--- src/dbh_pkg.sv ---
/*
 Package for the DRAM block hit qualifier: register indices, field positions,
 reset values, access-type encoding and carrier structs.
 Assumes a single bus clock domain and the plain register port.
*/
package dbh_pkg;

	localparam int           NUM_BLOCKS    = 2;
	localparam logic [3:0]   ADDR_BLOCK0   = 4'h0;
	localparam logic [3:0]   ADDR_BLOCK1   = 4'h1;
	localparam logic [3:0]   ADDR_BASE0    = 4'h2;
	localparam logic [3:0]   ADDR_BASE1    = 4'h3;
	localparam logic [3:0]   ADDR_IRQSTAT  = 4'h4;
	localparam logic [3:0]   ADDR_IRQMASK  = 4'h5;
	localparam logic [3:0]   ADDR_STATUS   = 4'h6;

	localparam int           BAM_HI        = 31;
	localparam int           BAM_LO        = 18;
	localparam int           WP_BIT        = 8;
	localparam int           AT_HI         = 6;
	localparam int           AT_LO         = 1;
	localparam int           VALID_BIT     = 0;
	localparam logic [31:0]  MASK_WMASK    = 32'hFFFC017F;
	localparam logic [31:0]  BASE_WMASK    = 32'hFFFC0000;
	localparam logic [31:0]  MASK_RESET    = 32'h00000000;
	localparam logic [31:0]  BASE_RESET    = 32'h00000000;

	// Bit positions within the six-bit access-type field (bit 6 down to 1)
	localparam int           AT_CPU        = 5;
	localparam int           AT_ALT        = 4;
	localparam int           AT_SUPC       = 3;
	localparam int           AT_SUPD       = 2;
	localparam int           AT_USRC       = 1;
	localparam int           AT_USRD       = 0;

	localparam int           IRQ_WIDTH     = 3;
	localparam int           IRQ_WPVIOL    = 0;
	localparam int           IRQ_ACCERR    = 1;
	localparam int           IRQ_EXTCYC    = 2;

	typedef struct packed {
		logic        valid;
		logic [31:0] addr;
		logic        write;
		logic        cpuSpace;
		logic        altMaster;
		logic        supervisor;
		logic        code;
	} dbh_req_t;

	typedef struct packed {
		logic [NUM_BLOCKS-1:0] hit;
		logic                  wpBlocked;
		logic                  addrException;
	} dbh_resp_t;

endpackage : dbh_pkg

--- src/dbh_hit_decode.sv ---
/*
 DRAM block hit qualifier: two mask registers plus base registers, per-block
 hit decode, write protection with chip-select fallback and external cycle.
 Assumes requests are single-cycle strobes from the internal bus on clock,
 and chip-select decode and external acknowledge answer as same-clock logic.
*/
`timescale 1ns/1ps

// How it works
// - Two independent mask registers, one per block
// - Address bits 31..18 compared with base
// - Mask zero compares bit, one ignores it
// - Each mask bit acts alone, any pattern
// - Write-protect blocks writes, flags address exception
// - Protected write goes to chip-select decode only when no fallback is busy
// - No chip-select hit launches external cycle
// - Unacknowledged external cycle raises access exception
// - Access-type mask zero allows, one blocks
// - CPU-space mask covers control moves, acknowledges
// - Alternate-master mask covers DMA, external masters
// - Supervisor-code mask covers supervisor fetches
// - Supervisor-data mask covers supervisor data accesses
// - User masks cover user fetches and data
// - Valid bit cleared by reset
// - Valid zero means block decodes nothing
module dbh_hit_decode
	import dbh_pkg::*;
#(
	parameter int ADDR_W = 4
) (
	// Clock, reset, enable
	input  wire logic              clock,
	input  wire logic              rst_n,
	input  wire logic              clkEn,
	// Register port
	input  wire logic [ADDR_W-1:0] regAddr,
	input  wire logic [31:0]       regWrData,
	input  wire logic              regWrite,
	input  wire logic              regRead,
	output logic      [31:0]       regRdData,
	// Bus request and answer
	input  wire dbh_req_t          req,
	output dbh_resp_t              resp,
	// Chip-select decode and external bus
	output logic                   csLookup,
	output logic      [31:0]       csAddr,
	input  wire logic              csHit,
	output logic                   extStart,
	input  wire logic              extAck,
	input  wire logic              extDone,
	output logic                   accessException,
	// Interrupt
	output logic                   irq
);

	logic [31:0]          maskReg [NUM_BLOCKS];
	logic [31:0]          baseReg [NUM_BLOCKS];
	logic [IRQ_WIDTH-1:0] irqStat;
	logic [IRQ_WIDTH-1:0] irqMask;
	logic                 csPending;
	logic                 extPending;

	typedef enum {ST_IDLE, ST_CS, ST_EXT} dbh_state_t;
	dbh_state_t state;
	dbh_state_t next_state;

	// Access-type one-hot selection for the current request
	wire logic [5:0] accessSel;
	assign accessSel[AT_CPU]  = req.cpuSpace;
	assign accessSel[AT_ALT]  = ~req.cpuSpace & req.altMaster;
	assign accessSel[AT_SUPC] = ~req.cpuSpace & ~req.altMaster & req.supervisor & req.code;
	assign accessSel[AT_SUPD] = ~req.cpuSpace & ~req.altMaster & req.supervisor & ~req.code;
	assign accessSel[AT_USRC] = ~req.cpuSpace & ~req.altMaster & ~req.supervisor & req.code;
	assign accessSel[AT_USRD] = ~req.cpuSpace & ~req.altMaster & ~req.supervisor & ~req.code;

	wire logic [NUM_BLOCKS-1:0] blockHit;
	wire logic [NUM_BLOCKS-1:0] blockWp;

	genvar b;
	generate
		for (b = 0; b < NUM_BLOCKS; b++) begin : g_block
			wire logic [BAM_HI-BAM_LO:0] diff;
			wire logic [BAM_HI-BAM_LO:0] care;
			wire logic [5:0]             typeMask;
			wire logic                   addrMatch;
			wire logic                   typeOk;
			assign diff      = req.addr[BAM_HI:BAM_LO] ^ baseReg[b][BAM_HI:BAM_LO];
			assign care      = ~maskReg[b][BAM_HI:BAM_LO];
			assign addrMatch = ~|(diff & care);
			assign typeMask  = maskReg[b][AT_HI:AT_LO];
			assign typeOk    = ~|(typeMask & accessSel);
			assign blockHit[b] = req.valid & maskReg[b][VALID_BIT] & addrMatch & typeOk;
			assign blockWp[b]  = maskReg[b][WP_BIT];
		end
	endgenerate

	wire logic wpViolation = req.write & |(blockHit & blockWp);
	wire logic busy        = (state != ST_IDLE);

	// Register decode
	wire logic selMask0 = (regAddr == ADDR_W'(ADDR_BLOCK0));
	wire logic selMask1 = (regAddr == ADDR_W'(ADDR_BLOCK1));
	wire logic selBase0 = (regAddr == ADDR_W'(ADDR_BASE0));
	wire logic selBase1 = (regAddr == ADDR_W'(ADDR_BASE1));
	wire logic selStat  = (regAddr == ADDR_W'(ADDR_IRQSTAT));
	wire logic selIMask = (regAddr == ADDR_W'(ADDR_IRQMASK));
	wire logic selSts   = (regAddr == ADDR_W'(ADDR_STATUS));

	wire logic [31:0] rdMux =
		selMask0 ? maskReg[0] :
		selMask1 ? maskReg[1] :
		selBase0 ? baseReg[0] :
		selBase1 ? baseReg[1] :
		selStat  ? {{(32-IRQ_WIDTH){1'b0}}, irqStat} :
		selIMask ? {{(32-IRQ_WIDTH){1'b0}}, irqMask} :
		selSts   ? {29'h0, extPending, csPending, busy} :
		32'h00000000;

	// Sticky events; a set in the clearing cycle survives
	wire logic [IRQ_WIDTH-1:0] irqEvent;
	wire logic                 extFail = (state == ST_EXT) & extDone & ~extAck;
	assign irqEvent[IRQ_WPVIOL] = wpViolation & ~busy;
	assign irqEvent[IRQ_ACCERR] = extFail;
	assign irqEvent[IRQ_EXTCYC] = (state == ST_CS) & ~csHit;
	wire logic [IRQ_WIDTH-1:0] statClr = (regWrite & selStat) ? regWrData[IRQ_WIDTH-1:0] : '0;
	wire logic [IRQ_WIDTH-1:0] next_irqStat = (irqStat & ~statClr) | irqEvent;

	// Protected-write fallback sequence
	always_comb begin
		next_state = state;
		case (state)
			ST_IDLE: if (wpViolation) next_state = ST_CS;
			ST_CS:   next_state = csHit ? ST_IDLE : ST_EXT;
			ST_EXT:  if (extDone) next_state = ST_IDLE;
			default: next_state = ST_IDLE;
		endcase
	end

	// Register file; reserved bits kept zero whatever software writes
	always_ff @(posedge clock) begin
		if (!rst_n) begin
			maskReg[0] <= MASK_RESET;
			maskReg[1] <= MASK_RESET;
			baseReg[0] <= BASE_RESET;
			baseReg[1] <= BASE_RESET;
			irqMask    <= '0;
			irqStat    <= '0;
			regRdData  <= '0;
		end else if (clkEn) begin
			if (regWrite & selMask0) maskReg[0] <= regWrData & MASK_WMASK;
			if (regWrite & selMask1) maskReg[1] <= regWrData & MASK_WMASK;
			if (regWrite & selBase0) baseReg[0] <= regWrData & BASE_WMASK;
			if (regWrite & selBase1) baseReg[1] <= regWrData & BASE_WMASK;
			if (regWrite & selIMask) irqMask <= regWrData[IRQ_WIDTH-1:0];
			irqStat   <= next_irqStat;
			regRdData <= regRead ? rdMux : 32'h00000000;
		end
	end

	// Fallback state and outputs, all registered
	always_ff @(posedge clock) begin
		if (!rst_n) begin
			state           <= ST_IDLE;
			resp            <= '0;
			csLookup        <= 1'b0;
			csAddr          <= '0;
			csPending       <= 1'b0;
			extPending      <= 1'b0;
			extStart        <= 1'b0;
			accessException <= 1'b0;
			irq             <= 1'b0;
		end else if (clkEn) begin
			state    <= next_state;
			// Protected write never reaches DRAM
			resp.hit           <= wpViolation ? '0 : blockHit;
			resp.wpBlocked     <= wpViolation;
			resp.addrException <= wpViolation;
			csLookup   <= (state == ST_IDLE) & wpViolation;
			csAddr     <= (state == ST_IDLE && wpViolation) ? req.addr : csAddr;
			csPending  <= next_state == ST_CS;
			extPending <= next_state == ST_EXT;
			extStart   <= (state == ST_CS) & ~csHit;
			accessException <= extFail;
			irq <= |(next_irqStat & irqMask);
		end
	end

endmodule : dbh_hit_decode

--- config.mk ---
export PLATFORM = sky130hd
export DESIGN_NAME = dbh_hit_decode
export DESIGN_NICKNAME = d
export VERILOG_FILES = /design/src/dbh_pkg.sv /design/src/dbh_hit_decode.sv
export SDC_FILE = /design/constraint.sdc
export NUM_CORES = 1
export LEC_CHECK = 0
export BUFFER_PORTS_ARGS = -buffer_cell sky130_fd_sc_hd__buf_4
export CAP_MARGIN = 20
export CORE_MARGIN = 4
export CORE_UTILIZATION = 30
export CTS_CLUSTER_SIZE = 40
export DETAILED_ROUTE_END_ITERATION = 8
export MAX_ROUTING_LAYER = met4
export PLACE_DENSITY = 0.5
export REMOVE_ABC_BUFFERS = 1
export SETUP_SLACK_MARGIN = 0.4
export SYNTH_ARGS = -nofsm -noshare
export SYNTH_HDL_FRONTEND = slang
export SYNTH_SLANG_ARGS = --single-unit
--- constraint.sdc ---
create_clock -name clock -period 6.4 [get_ports clock]
set_input_delay 0 -clock clock [delete_from_list [all_inputs] [get_ports clock]]
set_output_delay 0 -clock clock [all_outputs]
set_load 0.01 [all_outputs]
Word level (Yosys, flattened, before mapping)
Memories as Yosys holds them, arrays and structs flattened.
Cells that the tools add are included.
- equality and inequality tests: 12
- muxes and demuxes: 35
- bitwise operators: 50
- reductions and logical operators: 17
- operators by type and width (kind ; number):
    $mux 32 ; 7
    $eq 32x2->1 const B ; 3
    $pmux 32 s3 ; 1
    $eq 32x3->1 const B ; 2
    $logic_not 32->1 ; 2
    $mux 22 ; 2
    $eq 32x1->1 const B ; 1
    $reduce_bool 32->1 ; 1
    $and 14x14->14 ; 2
    $mux 14 ; 2
    $not 14->14 ; 2
    $reduce_or 14->1 ; 2
    $xor 14x14->14 ; 2
    $and 1x1->1 ; 26
    $mux 1 ; 17
    $and 6x6->6 ; 2
    $eq 4x3->1 const B ; 3
    $mux 3 ; 4
    $reduce_or 6->1 ; 2
    $eq 4x2->1 const B ; 2
    $not 1->1 ; 7
    $and 3x3->3 ; 2
    $eq 4x1->1 const B ; 1
    $logic_not 1->1 ; 4
    10 further kinds ; 15
- bits in registers: 111
- memory bits (writable): 72
- output and inout port bits: 72
- word-level logic and storage cells: 129
- memories: 2
- memories (memory ; words ; width ; rd ports ; clocked after memory_dff ; wr ports ; line ; RTL):
    maskReg ; 2 ; 22 ; 2 ; 0 ; 2 ; dbh_hit_decode.sv:56 ; logic [31:0] maskReg [NUM_BLOCKS];
    baseReg ; 2 ; 14 ; 2 ; 0 ; 2 ; dbh_hit_decode.sv:57 ; logic [31:0] baseReg [NUM_BLOCKS];

Depth between registers and ports, before layout
- depth in word-level cells: 15
- depth in mapped cells: 9

Least setup slack after synthesis
No wires, ideal clock.
- kind: input-to-reg
- start point: input port regAddr[1]
- end point: memory maskReg[0][22] in the netlist's numbering (enable)
- setup time: 432 ps
- arrival time: 2553 ps
- setup slack: 3415 ps
- stages on the path: 4
- path buffers: 2
- cell sequence: or3_1 -> clkbuf_1 -> buf_1 -> o21ai_0
- RTL lines (what ; line ; RTL):
    start: declaration ; dbh_hit_decode.sv:36 ; input wire logic [ADDR_W-1:0] regAddr,
    end: declaration ; dbh_hit_decode.sv:56 ;

Worst setup path after layout
- start point: register state[2]
- end point: register csAddr[16]
- word-level cells in the longest chain between the ends: 3
- ends and longest elaborated chain (what ; line ; RTL):
    start: declaration ; dbh_hit_decode.sv:64 ; dbh_state_t state;
    start signal: assignment ; dbh_hit_decode.sv:173 ; state <= next_state;
    $logic_not 32->1 ; dbh_hit_decode.sv:179 ; csAddr <= (state == ST_IDLE && wpViolation) ? req.addr : csAddr;
    $logic_and 1x1->1 ; dbh_hit_decode.sv:179 ;
    $reduce_and 2->1 (no line) ; - ;
    end signal: assignment ; dbh_hit_decode.sv:179 ;
    end: declaration ; dbh_hit_decode.sv:46 ; output logic [31:0] csAddr,
No other way between the ends.
A chain may end at the register's enable or synchronous reset.

==> impl_metrics.tcl <==
set metrics [dict create \
    outcome "complete, no violations" \
    seqCellArea_sq_um 4184 \
    io_pins 154 \
    synth.distinct_cells 52 \
    worst_slack_ns 3.376 \
    post_cts_buffers 0 \
    ir_worst_vdd_mv 0.1332 \
    finalHoldViolCount 0 \
    fp.coreArea_sq_um 24390 \
    timing.slew.headroom 0.3395 \
    place_congestion 0.7905 \
    synthFlopType "dfxtp_1" \
    final_cell_area_sq_um 9925 \
    rsz0062_at_grt "false" \
    fin_crit_sh 0.4726 \
    tns_ns 0 \
    die_y_microns 165.6 \
    cts_tree "done" \
    hpwl_microns 13130 \
    finish.utilization 0.4069 \
    antenna_found_initial 0 \
    critPathArrivalTime_ns 3.37 \
    finalSetupViolCount 0 \
    drtPass1Iterations 4 \
    cts_sinks 173 \
    synthCells 681 \
    synth_compound_area_frac 0.09926 \
    drtIter0Drc 291 \
    netlist_area_sq_um 7450 \
    antenna_cells 0 \
    crit_fanout 33 \
    synthAdderAreaFrac 0 \
    synth_top_family_by_area "simple AND/OR/NAND/NOR gates" \
    syn2layout_area_growth_pct 33.22 \
    route.detailed.wl_per_inst_microns 16.38 \
    yosys-top-cells-area "edfxtp_1 29%, dfxtp_1 27%, mux2i_1 7.1%" \
    synth.top_cell.area_share 0.2902 \
    worstSetupStartpointType "flip-flop" \
    port_buffers 133 \
    fin_crit_ns 3.025 \
    clock_skew_ns 0.01490 \
    overflow 0 \
    p_total_mw 2.391 \
    clockBufferDepth 2 \
    worstHoldPathType "in2reg" \
    grtUsageTotal 0.1503 \
    yosys.area.top_type "edfxtp_1" \
    synth_seq_cells 173 \
    dpl_cell_area_sq_um 8667 \
    cpMaxStageDelayCell "buf_4" \
    critPathMaxStageDelay_ns 0.58 \
    multiInputGateArea_sq_um 3012 \
    final-max-slew-violation-count 0 \
    final_common_cell "buf_4" \
    critical_path_class "reg2reg" \
    worstMarginPinSlew_ns 0.9770 \
    yosys.area_share.simple 0.1790 \
    num_rows 57 \
    crit_chain "nor4_1, nand4_1, or3_1, or4_4, a21oi_4, buf_4, mux2i_1" \
    cp-end-kind "flip-flop" \
    postRouteAntennaNets 0 \
    cts_root_buf "clkbuf_16" \
    yosysSeqAreaShare 0.5616 \
    critPathLaunch "state[2]" \
    finalWirelength_microns 19720 \
    nFillCells 2384 \
    reg2reg_from "state[2]" \
    clock_latency_ns 0.43 \
    initial_utilization 0.3054 \
    fmax_ghz 0.3306 \
    syn_avg_cell_area_sq_um 10.94 \
    cts_buffers 17 \
    power.density_nw_per_um2 240.9 \
    drive_gt1_frac 0.2136 \
    leakagePower_nw 3.802 \
    synthMuxAreaShare 0.08331 \
    nets 949 \
    drc 0 \
    ys.warnings.count 0 \
    hp-start "req[2]" \
    fp.dieArea_sq_um 27420 \
    dieWidth_microns 165.6 \
    grt_pass1_wl_microns 30610 \
    viasPerCell 4.504 \
    vias 5423 \
    cp.required_ns 6.75 \
    pre_cts_ws_ns 3.382 \
    cts.clk_slew.worst_paths_ns 0.07 \
    grt_max_degree 89 \
    htree_levels 4 \
    synthXorXnorAreaFrac 0.03292 \
    grt_pass1_vias 5419 \
    async_reset_ff_frac 0 \
    drv_cap 0 \
    final_cell_mix "141 x buf_4, 101 x dfxtp_1, 93 x nand2_1, 72 x edfxtp_1, 70 x dlygate4sd3_1" \
    synth_enable_flop_cells 72 \
]
[worst max-delay path, delay by kind of cell, from the launching register on]
kind	cells	cell delay, ns
and+or+nand+nor	4	1.53
buffers and inverters	1	0.58
DFF	1	0.30
muxes	1	0.26
AOI/OAI and AO/OA	1	0.24
[power breakdown]
group	internal, mW	total (mW)	switching [mW]
logic	0.104	0.210	0.106
registers	1.18	1.19	0.0176
clock network	0.542	0.986	0.444
[state kept, by name, indices dropped and copies added, names as in the netlist]
| signal | flops |
|---|---|
| extPending | 1 |
| irqStat | 3 |
| baseReg | 28 |
| irqMask | 3 |
| csLookup | 1 |
| extStart | 1 |
| accessException | 1 |
| resp | 3 |
| regRdData | 22 |
| maskReg | 44 |
| csPending | 1 |
| irq | 1 |
| state | 32 |
| csAddr | 32 |
[final timing paths]
kind | endpoint | slack (ns) | cells after the start
max reg2reg | csAddr[16] | 3.38 | 7
min reg2reg | csAddr[27] | 0.46 | 2
min | resp[3] | 0.04 | 5
max | csAddr[16] | 3.38 | 7
[synth_stat cells (3+ instances only)]
master and instances:
nand2_1 93, o21ai_0 7, nor3_1 5, a211oi_1 29, nor2b_1 38, clkbuf_1 32, buf_1 4, o22ai_1 13
or3_1 4, a21boi_0 6, mux2_2 5, nand4_1 3, inv_1 4, o21a_1 4, and2_1 68, mux2i_1 53
edfxtp_1 72, a21boi_1 7, dfxtp_1 101, nor4_1 10, nand3_1 14, a21oi_1 18, buf_12 3, xnor2_1 28
nor2_1 11, buf_4 12, o211ai_1 3
[logic make-up after synthesis]
| group | count (synthesis) |
|---|---|
| AOI/OAI and AO/OA | 107 |
| xor gates and xnor gates | 28 |
| buffers and inverters | 57 |
| DFF | 173 |
| muxes | 60 |
| other | 1 |
| and+or+nand+nor | 255 |
[per-stage QoR]
stage / hold slack, ns / std cells
after CTS: 0.02070 / 1203
after floorplan: 0.1175 / 637
after detailed placement: 0.2640 / 1101
final: 0.04345 / 1204
after global routing: 0.08670 / 1204
after global placement: 0.2601 / 1101
[what timing repair did]
item                      in CTS  in global routing
resized for setup              0                  0
hold buffers                  70                  0
hold endpoints to repair     124                  0
[final cells by class]
type                            instances  area share
Multi-Input combinational cell        460      0.3035
Tap cell                              324     0.04085
Clock inverter                         12     0.01122
Sequential cell                       173      0.4216
Inverter                                4    0.001513
Clock buffer                           20     0.04413
Timing Repair Buffer                  211      0.1773
[layer usage]
layer  wire length [microns]  GRT usage
met1                    9197     0.1995
met4                     223    0.04012
met5                       0          -
met3                    1016    0.02408
met2                    9280     0.2409
Power figures use the tool's default switching activity.
